**config.mk**
```make
export PLATFORM = sky130hd
export DESIGN_NAME = cmc_comparator_ctrl
export DESIGN_NICKNAME = d
export VERILOG_FILES = /design/src/shared/cmc_pkg.sv /design/src/hdl/cmc_comparator_ctrl.sv
export SDC_FILE = /design/constraint.sdc
export NUM_CORES = 1
export LEC_CHECK = 0
export ABC_AREA = 1
export BUFFER_PORTS_ARGS = -buffer_cell sky130_fd_sc_hd__buf_2
export CAP_MARGIN = 20
export CELL_PAD_IN_SITES_DETAIL_PLACEMENT = 1
export CELL_PAD_IN_SITES_GLOBAL_PLACEMENT = 2
export CORE_UTILIZATION = 28
export DETAILED_ROUTE_END_ITERATION = 8
export PLACE_DENSITY = 0.89
export SYNTH_ARGS = -nofsm -noshare
export SYNTH_HDL_FRONTEND = slang
export SYNTH_SLANG_ARGS = --single-unit
```
**constraint.sdc**
```tcl
create_clock -name i_mclk -period 2.3 [get_ports i_mclk]
set_input_delay 0.46 -clock i_mclk [delete_from_list [all_inputs] [get_ports i_mclk]]
set_output_delay 0.46 -clock i_mclk [all_outputs]
set_load 0.005 [all_outputs]
```
**src/shared/cmc_pkg.sv**
```systemverilog
// constants for the comparator mux and mode control block
package cmc_pkg;
  // register indexes; the byte address is four times the index
  localparam logic [5:0] IDX_CTRL_COUNT = 6'h00;
  localparam logic [5:0] IDX_CTRL_MODE  = 6'h01;
  localparam logic [5:0] IDX_PERIOD     = 6'h02;
  localparam logic [5:0] IDX_STATUS     = 6'h03;
  localparam logic [5:0] IDX_MUX        = 6'h05;
  localparam int ADDR_W = 8;
  localparam int CNT_W  = 3;
  localparam int PER_W  = 8;
  localparam int SEL_W  = 3;
  // mode register bits
  localparam int BIT_ENABLE = 0;
  localparam int BIT_INVERT = 1;
  localparam int BIT_SAMPLE = 2;
  localparam int BIT_WINDOW = 3;
  // status register bits
  localparam int BIT_FILTERED_OUTPUT_STATUS      = 0;
  localparam int BIT_FALL_FLAG = 1;
  localparam int BIT_RISE_FLAG = 2;
  localparam int BIT_FALL_IE   = 3;
  localparam int BIT_RISE_IE   = 4;
  // mux register fields
  localparam int PLUS_LSB     = 3;
  localparam int MINUS_LSB    = 0;
  localparam int BIT_MUX_RSV7 = 7;
  localparam int BIT_MUX_RSV6 = 6;
  // reset values and width-matched constants of one
  localparam logic [CNT_W-1:0] RST_COUNT  = 3'h0;
  localparam logic [PER_W-1:0] RST_PERIOD = 8'h00;
  localparam logic [7:0]       RST_MUX    = 8'h00;
  localparam logic [CNT_W-1:0] CNT_ONE    = 3'h1;
  localparam logic [PER_W-1:0] PER_ONE    = 8'h01;
  // bus responses
  localparam logic [1:0] RESP_OKAY   = 2'h0;
  localparam logic [1:0] RESP_SLVERR = 2'h2;
  typedef enum logic [2:0] {
    MODE_DISABLED,
    MODE_CONTINUOUS,
    MODE_SAMPLED,
    MODE_FILTERED,
    MODE_ILLEGAL
  } cmc_mode_type;
endpackage : cmc_pkg

```
**src/hdl/cmc_comparator_ctrl.sv**
```systemverilog
// comparator input select, mode decode, sampling filter and edge flags with axi4-lite registers
// Function
// - plus select field bits 5..3 routes input 0..7 to non-inverting input
// - minus select field routes input 0..7 to inverting input
// - equal plus and minus selections force the comparator into shut-down
// - software writes zero to mux bit 7; bit 6 always reads zero
// - raw result high when plus exceeds minus; inverted when invert bit is set
// - rise and fall enable bits choose which edges request an interrupt
// - fall flag sets on falling output edge, rise flag on rising edge
// - read-only status bit shows current output after optional filtering
// - enable bit zero disables the block whatever the other settings
// - enabled, window and sample clear, count or period zero gives continuous mode
// - enabled, count one and nonzero period gives sampled non-filtered mode
// - enabled, count above one and nonzero period gives sampled filtered mode
// - the filter runs only from the internal bus clock
// - output changes after programmed number of agreeing samples; one means plain sampler
// - sample bit clear with zero count resets the filter state
// - period gives sample interval in bus clocks; zero disables the filter
// - edge flags stay set until software writes one to them
// - filtered output starts at zero, changes after count consecutive new samples
// - interrupt request asserts while a flag and its enable are both set
//
// Decided for this implementation: the AXI4-Lite slave port.
`timescale 1ns/1ns
module cmc_comparator_ctrl (
  input  wire logic                      i_mclk,
  input  wire logic                      i_rst_b,
  input  wire logic [cmc_pkg::ADDR_W-1:0] i_s_axi_awaddr,
  input  wire logic                      i_s_axi_awvalid,
  output logic                           o_s_axi_awready,
  input  wire logic [31:0]               i_s_axi_wdata,
  input  wire logic [3:0]                i_s_axi_wstrb,
  input  wire logic                      i_s_axi_wvalid,
  output logic                           o_s_axi_wready,
  output logic [1:0]                     o_s_axi_bresp,
  output logic                           o_s_axi_bvalid,
  input  wire logic                      i_s_axi_bready,
  input  wire logic [cmc_pkg::ADDR_W-1:0] i_s_axi_araddr,
  input  wire logic                      i_s_axi_arvalid,
  output logic                           o_s_axi_arready,
  output logic [31:0]                    o_s_axi_rdata,
  output logic [1:0]                     o_s_axi_rresp,
  output logic                           o_s_axi_rvalid,
  input  wire logic                      i_s_axi_rready,
  input  wire logic                      i_comparator_raw,
  output logic [cmc_pkg::SEL_W-1:0]      o_noninverting_input,
  output logic [cmc_pkg::SEL_W-1:0]      o_inverting_input,
  output logic                           o_comparator_power,
  output logic                           o_comparator_result,
  output logic                           o_irq_req
);
  // software state
  logic [cmc_pkg::CNT_W-1:0] agree_sample_count;
  logic [cmc_pkg::PER_W-1:0] sample_period;
  logic                      enable;
  logic                      output_invert;
  logic                      sample_enable;
  logic                      window_enable;
  logic                      rise_irq_enable;
  logic                      fall_irq_enable;
  logic                      rise_edge_flag;
  logic                      fall_edge_flag;
  logic [cmc_pkg::SEL_W-1:0] plus_input_select;
  logic [cmc_pkg::SEL_W-1:0] minus_input_select;
  logic                      mux_reserved7;
  // bus state
  logic [5:0]  aw_idx;
  logic [31:0] w_data;
  logic [3:0]  w_strb;
  logic        aw_held;
  logic        w_held;
  logic        bvalid;
  logic [1:0]  bresp;
  logic        rvalid;
  logic [1:0]  rresp;
  logic [31:0] rdata;
  logic [5:0]  rd_idx;
  // datapath state
  logic                      sync_a;
  logic                      sync_b;
  logic [cmc_pkg::PER_W-1:0] div_cnt;
  logic [cmc_pkg::CNT_W-1:0] agree_cnt;
  logic                      filt_out;
  logic                      filtered_output_status;
  logic                      status_prev;
  wire cmp_active = enable && (plus_input_select != minus_input_select);
  wire side_bits_clear = !window_enable && !sample_enable;
  cmc_pkg::cmc_mode_type mode;
  always_comb begin
    if (!cmp_active) begin
      mode = cmc_pkg::MODE_DISABLED;
    end else if (!side_bits_clear) begin
      mode = cmc_pkg::MODE_ILLEGAL;
    end else if (agree_sample_count == '0 || sample_period == '0) begin
      mode = cmc_pkg::MODE_CONTINUOUS;
    end else if (agree_sample_count == cmc_pkg::CNT_ONE) begin
      mode = cmc_pkg::MODE_SAMPLED;
    end else begin
      mode = cmc_pkg::MODE_FILTERED;
    end
  end
  assign o_noninverting_input = plus_input_select;
  assign o_inverting_input    = minus_input_select;
  assign o_comparator_power   = cmp_active;

  // raw result is unclocked; synchronise before any use
  always_ff @(posedge i_mclk) begin
    if (!i_rst_b) begin
      sync_a <= 1'b0;
      sync_b <= 1'b0;
    end else begin
      sync_a <= i_comparator_raw;
      sync_b <= sync_a;
    end
  end
  // powered-down core reads as zero before the invert
  wire result_pre = (cmp_active && sync_b) ^ output_invert;
  wire sampling     = (mode == cmc_pkg::MODE_SAMPLED) || (mode == cmc_pkg::MODE_FILTERED);
  wire filter_reset = !sampling;
  wire sample_tick  = sampling && (div_cnt >= sample_period - cmc_pkg::PER_ONE);
  wire [cmc_pkg::PER_W-1:0] next_div_cnt = sample_tick ? '0 : div_cnt + cmc_pkg::PER_ONE;
  wire [cmc_pkg::CNT_W-1:0] next_agree   = agree_cnt + cmc_pkg::CNT_ONE;
  wire agree_done = next_agree >= agree_sample_count;

  // divider and agreement counter run only on the bus clock
  always_ff @(posedge i_mclk) begin
    if (!i_rst_b || filter_reset) begin
      div_cnt   <= '0;
      agree_cnt <= '0;
      filt_out  <= 1'b0;
    end else begin
      div_cnt <= next_div_cnt;
      if (sample_tick) begin
        if (result_pre == filt_out) begin
          agree_cnt <= '0;
        end else if (agree_done) begin
          filt_out  <= result_pre;
          agree_cnt <= '0;
        end else begin
          agree_cnt <= next_agree;
        end
      end
    end
  end
  wire next_status = sampling ? filt_out : result_pre;
  wire rise_edge = filtered_output_status && !status_prev;
  wire fall_edge = !filtered_output_status && status_prev;
  wire wr_fire   = aw_held && w_held && !bvalid;
  wire wr_hit    = wr_fire && w_strb[0];
  wire wr_status = wr_hit && (aw_idx == cmc_pkg::IDX_STATUS);
  wire clr_rise  = wr_status && w_data[cmc_pkg::BIT_RISE_FLAG];
  wire clr_fall  = wr_status && w_data[cmc_pkg::BIT_FALL_FLAG];

  always_ff @(posedge i_mclk) begin
    if (!i_rst_b) begin
      filtered_output_status <= 1'b0;
      status_prev            <= 1'b0;
      rise_edge_flag         <= 1'b0;
      fall_edge_flag         <= 1'b0;
    end else begin
      filtered_output_status <= next_status;
      status_prev            <= filtered_output_status;
      // a new edge wins over a clear in the same cycle
      rise_edge_flag <= rise_edge || (rise_edge_flag && !clr_rise);
      fall_edge_flag <= fall_edge || (fall_edge_flag && !clr_fall);
    end
  end

  assign o_comparator_result = filtered_output_status;
  assign o_irq_req = (rise_edge_flag && rise_irq_enable)
                  || (fall_edge_flag && fall_irq_enable);
  wire aw_take = i_s_axi_awvalid && o_s_axi_awready;
  wire w_take  = i_s_axi_wvalid && o_s_axi_wready;
  wire wr_mapped = (aw_idx <= cmc_pkg::IDX_STATUS) || (aw_idx == cmc_pkg::IDX_MUX);
  assign o_s_axi_awready = !aw_held && !bvalid;
  assign o_s_axi_wready  = !w_held && !bvalid;
  assign o_s_axi_bvalid  = bvalid;
  assign o_s_axi_bresp   = bresp;

  always_ff @(posedge i_mclk) begin
    if (!i_rst_b) begin
      aw_held <= 1'b0;
      w_held  <= 1'b0;
      aw_idx  <= '0;
      w_data  <= '0;
      w_strb  <= '0;
      bvalid  <= 1'b0;
      bresp   <= cmc_pkg::RESP_OKAY;
    end else begin
      if (aw_take) begin
        aw_held <= 1'b1;
        aw_idx  <= i_s_axi_awaddr[cmc_pkg::ADDR_W-1:2];
      end
      if (w_take) begin
        w_held <= 1'b1;
        w_data <= i_s_axi_wdata;
        w_strb <= i_s_axi_wstrb;
      end
      if (wr_fire) begin
        aw_held <= 1'b0;
        w_held  <= 1'b0;
        bvalid  <= 1'b1;
        bresp   <= wr_mapped ? cmc_pkg::RESP_OKAY : cmc_pkg::RESP_SLVERR;
      end else if (bvalid && i_s_axi_bready) begin
        bvalid <= 1'b0;
      end
    end
  end

  always_ff @(posedge i_mclk) begin
    if (!i_rst_b) begin
      agree_sample_count <= cmc_pkg::RST_COUNT;
      sample_period      <= cmc_pkg::RST_PERIOD;
      enable             <= 1'b0;
      output_invert      <= 1'b0;
      sample_enable      <= 1'b0;
      window_enable      <= 1'b0;
      rise_irq_enable    <= 1'b0;
      fall_irq_enable    <= 1'b0;
      plus_input_select  <= cmc_pkg::RST_MUX[cmc_pkg::PLUS_LSB +: cmc_pkg::SEL_W];
      minus_input_select <= cmc_pkg::RST_MUX[cmc_pkg::MINUS_LSB +: cmc_pkg::SEL_W];
      mux_reserved7      <= 1'b0;
    end else if (wr_hit) begin
      unique case (aw_idx)
        cmc_pkg::IDX_CTRL_COUNT: agree_sample_count <= w_data[cmc_pkg::CNT_W-1:0];
        cmc_pkg::IDX_PERIOD:     sample_period <= w_data[cmc_pkg::PER_W-1:0];
        cmc_pkg::IDX_CTRL_MODE: begin
          enable        <= w_data[cmc_pkg::BIT_ENABLE];
          output_invert <= w_data[cmc_pkg::BIT_INVERT];
          sample_enable <= w_data[cmc_pkg::BIT_SAMPLE];
          window_enable <= w_data[cmc_pkg::BIT_WINDOW];
        end
        cmc_pkg::IDX_STATUS: begin
          rise_irq_enable <= w_data[cmc_pkg::BIT_RISE_IE];
          fall_irq_enable <= w_data[cmc_pkg::BIT_FALL_IE];
        end
        cmc_pkg::IDX_MUX: begin
          plus_input_select  <= w_data[cmc_pkg::PLUS_LSB +: cmc_pkg::SEL_W];
          minus_input_select <= w_data[cmc_pkg::MINUS_LSB +: cmc_pkg::SEL_W];
          mux_reserved7      <= w_data[cmc_pkg::BIT_MUX_RSV7];
        end
        default: ;
      endcase
    end
  end
  wire [5:0] ar_idx = i_s_axi_araddr[cmc_pkg::ADDR_W-1:2];
  logic [31:0] rd_word;
  logic        rd_ok;
  always_comb begin
    rd_word = '0;
    rd_ok   = 1'b1;
    unique case (ar_idx)
      cmc_pkg::IDX_CTRL_COUNT: rd_word[cmc_pkg::CNT_W-1:0] = agree_sample_count;
      cmc_pkg::IDX_PERIOD:     rd_word[cmc_pkg::PER_W-1:0] = sample_period;
      cmc_pkg::IDX_CTRL_MODE: begin
        rd_word[cmc_pkg::BIT_ENABLE] = enable;
        rd_word[cmc_pkg::BIT_INVERT] = output_invert;
        rd_word[cmc_pkg::BIT_SAMPLE] = sample_enable;
        rd_word[cmc_pkg::BIT_WINDOW] = window_enable;
      end
      cmc_pkg::IDX_STATUS: begin
        rd_word[cmc_pkg::BIT_FILTERED_OUTPUT_STATUS]      = filtered_output_status;
        rd_word[cmc_pkg::BIT_FALL_FLAG] = fall_edge_flag;
        rd_word[cmc_pkg::BIT_RISE_FLAG] = rise_edge_flag;
        rd_word[cmc_pkg::BIT_FALL_IE]   = fall_irq_enable;
        rd_word[cmc_pkg::BIT_RISE_IE]   = rise_irq_enable;
      end
      cmc_pkg::IDX_MUX: begin
        rd_word[cmc_pkg::PLUS_LSB +: cmc_pkg::SEL_W]  = plus_input_select;
        rd_word[cmc_pkg::MINUS_LSB +: cmc_pkg::SEL_W] = minus_input_select;
        rd_word[cmc_pkg::BIT_MUX_RSV7] = mux_reserved7;
        rd_word[cmc_pkg::BIT_MUX_RSV6] = 1'b0;
      end
      default: rd_ok = 1'b0;
    endcase
  end

  assign o_s_axi_arready = !rvalid;
  assign o_s_axi_rvalid  = rvalid;
  assign o_s_axi_rdata   = rdata;
  assign o_s_axi_rresp   = rresp;

  always_ff @(posedge i_mclk) begin
    if (!i_rst_b) begin
      rvalid <= 1'b0;
      rdata  <= '0;
      rresp  <= cmc_pkg::RESP_OKAY;
      rd_idx <= '0;
    end else if (i_s_axi_arvalid && !rvalid) begin
      rvalid <= 1'b1;
      rdata  <= rd_word;
      rresp  <= rd_ok ? cmc_pkg::RESP_OKAY : cmc_pkg::RESP_SLVERR;
      rd_idx <= ar_idx;
    end else if (rvalid && i_s_axi_rready) begin
      rvalid <= 1'b0;
    end
  end
endmodule : cmc_comparator_ctrl

```
==> qor.txt <==
synthesized area - 3626 um^2
slowest stage cell, crit path - dfxtp_4
largest cells by area after synthesis - dfxtp_1 (39%), a21oi_1 (7.0%), inv_1 (6.3%)
vias per cell - 4.511
Setup Skew - 0.005258 ns
synth unique cells - 46
DR iter-0 viols - 79
FF-to-FF End - filt_out
Top FF cell, synth - dfxtp_1
synth warn - 0
Max Cap Viol - 0
Slew Limit Fails - 0
DRC errors left - 0
Row Count - 41
Num CTS Buffers - 9
Syn-to-layout area delta - 19.39%
setup ws final - 0.1125 ns
port bufs - 52
unrepaired setup endpoints after global routing - yes
Crit. End Element - flip-flop
Synth Instances - 471
headroom to the max-slew limit - 66.50%
Max Root-Sink Buffers - 2
die height - 115.8 um
layout cells sized above 1 - 22.10%
placed inst area - 3985 um^2
pre-CTS setup slack - -0.07476 ns
type of the worst min-delay path - in2reg
Tmin final - 2.187 ns
arrival time worst endpoint - 2.41 ns
DRT Pass-1 Iters - 4
worst-margin pin slew - 0.5019 ns
die area - 13410 um^2
Max IR drop VDD - 0.4282 mV
startpoint types - flip-flop
largest net degree at the start of global routing - 36
antenna viol nets, final - 0
initial antenna violation count - 0
CP required - 2.52 ns
global-route wire length before repair - 15800 um
flop2flop setup slack - 0.11 ns
largest incremental delay on the critical path - 0.37 ns
PD cells - 677.0 nW/um^2
GRT Util Overall - 15.22%
vias in the first global route - 3271
Syn Area/Cell - 7.698 um^2
DR WL/cell - 13.43 um
leak pwr - 1.976 nW
TritonCTS clock tree - built
sequential area share after synthesis - 39.20%
hold buffers post-CTS - 0
endpoints failing setup - 0
Post-synth EDFFs - 0
flops & latches, synth - 71
clk_lat worst skew - 0.34 ns
outcome - finished, final reports clean
worst setup path end - filt_out
Core Region - 12620 um^2
Pwr Total - 2.931 mW
crit path max fanout - 5
Root Driver - clkbuf_16
f_max - 457.1 MHz
path depth of the worst reg2reg path - 14
via count - 3185
Hold Vio Cnt, Final - 0
Design Area, Final - 4329 um^2
RR Startpoint - sample_period[2]
hpwl dp - 7385 um
Post-layout nets - 604
Diodes inserted - 0
largest area contributor in the netlist - dfxtp_1
critical path class - reg2reg
H-tree Lvls - 3
chip width - 115.8 um
clk slew on worst S/H paths - 0.06 ns
Yosys top cell area share - 39.20%
Ports - 110
stages on the worst setup path - 14
critical path buffer and inverter count - 2
Async SR Flop Fraction - 0%
origin of the worst setup path - sample_period[2]
Top delay family on crit path - simple AND/OR/NAND/NOR gates
DRT Wirelength - 9484 um
clock sinks - 71
Initial Utilization - 28.73%
GR Overflow Total - 0
Routability Congestion - 0.7930
sequence of cells on the critical path - nor2_4 -> nand4_1 -> buf_4 -> xor2_1 -> ha_1 -> a21oi_1 -> o21a_1 -> nand3_2 -> nand2_4 -> clkinv_4 -> nand2_2 -> nand2_1 -> o21ai_1 -> nor2_1
Final period util - 95.11%
## report_power, final
| part | switching [mW] | leakage, nW | internal (mW) |
|---|---|---|---|
| registers | 0.0346 | 0.579 | 1.27 |
| logic | 0.143 | 1.25 | 0.0749 |
| clock network | 0.535 | 0.149 | 0.869 |
| total | 0.713 | 1.98 | 2.22 |
## state kept, by name, summed over array words and instances, names as in the netlist, 6 cells and up
| register | flops |
|---|---|
| o_s_axi_rdata | 8 |
| sample_period | 8 |
| div_cnt | 8 |
| aw_idx | 6 |
| w_data | 8 |
## metrics by stage
stage	util, %	cells	setup TNS, ns	hold WS (ns)
6_report	34.31	706	0	0.3109
5_1_grt	34.31	706	-0.1248	0.3060
4_1_cts	34.04	704	0	0.3072
3_5_place_dp	31.58	688	-0.1402	0.4045
3_3_place_gp	31.58	688	0	0.4026
2_1_floorplan	-	496	0	0.3905
## layer usage
| layer | wire length, um | up-vias | GRT usage [%] |
|---|---|---|---|
| met5 | 0 | - | 0 |
| met4 | 154 | 0 | 5.385 |
| met3 | 277 | 11 | 3.033 |
| met2 | 4808 | 51 | 26.63 |
| met1 | 4243 | 1508 | 18.48 |
| li1 | - | 1615 | - |
## cells in the final DEF (no fill, tap or decap), types with 2 or more instances in the layout
| master | netlist | final |
|---|---|---|
| a211oi_1 | 3 | 3 |
| a21oi_1 | 51 | 50 |
| a21oi_2 | 1 | 2 |
| a22oi_1 | 4 | 4 |
| a31oi_1 | 2 | 2 |
| buf_2 | 2 | 52 |
| buf_4 | 27 | 6 |
| clkbuf_16 | 0 | 9 |
| clkinv_2 | 1 | 3 |
| clkinv_4 | 1 | 3 |
| conb_1 | 1 | 26 |
| dfxtp_1 | 71 | 69 |
| ha_1 | 15 | 15 |
| inv_1 | 61 | 61 |
| inv_2 | 7 | 7 |
| nand2_1 | 51 | 51 |
| nand2_2 | 4 | 4 |
| nand2_4 | 2 | 2 |
| nand3_1 | 11 | 10 |
| nand3_2 | 5 | 6 |
| nand4_1 | 7 | 7 |
| nor2_1 | 45 | 43 |
| nor2_2 | 7 | 8 |
| nor2_4 | 1 | 2 |
| nor3_1 | 3 | 2 |
| nor3_2 | 2 | 3 |
| o211ai_1 | 2 | 2 |
| o21a_1 | 2 | 2 |
| o21ai_0 | 35 | 35 |
| o21ai_1 | 14 | 14 |
| o221ai_1 | 2 | 2 |
| o22ai_1 | 3 | 3 |
| or2_2 | 2 | 2 |
| xnor2_1 | 3 | 3 |
| xor2_1 | 7 | 7 |
## synth_stat cells (2+ instances only)
master and number:
nand2_2 4, nand2_4 2, ha_1 15, inv_1 61
nor2_1 45, nand3_1 11, nand2_1 51, xnor2_1 3
o211ai_1 2, a31oi_1 2, nor3_2 2, buf_4 27
o21ai_0 35, dfxtp_1 71, nor2_2 7, a22oi_1 4
o21ai_1 14, a211oi_1 3, o221ai_1 2, o21a_1 2
or2_2 2, nor3_1 3, clkbuf_1 5, o22ai_1 3
xor2_1 7, inv_2 7, nand4_1 7, a21oi_1 51
buf_2 2, nand3_2 5
## kinds of logic after synthesis
family                   count (synthesis)  synth area share, %
adder cells (fa/ha/maj)                 15                5.176
AO/OA/AOI/OAI                          121                18.12
AND/OR/NAND/NOR                        147                20.95
buffers and inverters                  106                14.04
XOR/XNOR                                10                2.416
flip-flops                              71                39.20
other                                    1               0.1034
## worst register-to-register path: stages, from the launching register on
cell      delay (ns)
dfxtp_4         0.37
nor2_4          0.11
nand4_1         0.13
buf_4           0.17
xor2_1          0.14
ha_1            0.31
a21oi_1         0.15
o21a_1          0.17
nand3_2         0.09
nand2_4         0.12
clkinv_4        0.07
nand2_2         0.06
nand2_1         0.05
o21ai_1         0.08
nor2_1          0.06
## what timing repair did
item,in CTS,in global routing
resized for setup,3,6
pin swaps,1,9
setup buffers,0,2
endpoints found under the hold margin,0,0
endpoints found under the setup margin,4,12
## worst min-delay path by stage
stage / startpoint / endpoint / slack, ns / cells after the start
2_1_floorplan: sync_a / sync_b / 0.39 / 2
3_3_place_gp: sync_a / sync_b / 0.40 / 2
3_5_place_dp: sync_a / sync_b / 0.40 / 2
4_1_cts: i_comparator_raw / sync_a / 0.31 / 3
5_1_grt: i_comparator_raw / sync_a / 0.31 / 3
6_report: i_comparator_raw / sync_a / 0.31 / 3
## layout make-up
type	count	area (um^2)
multi-input cells	319	1813
clock buffers	11	242.7
clock inverters	5	57.56
fillers	1598	8290
repair buffers	58	305.3
inverters	70	269.0
flip-flops and latches	71	1426
well taps	172	215.2
Note: power is estimated with default switching activity, not from simulation.
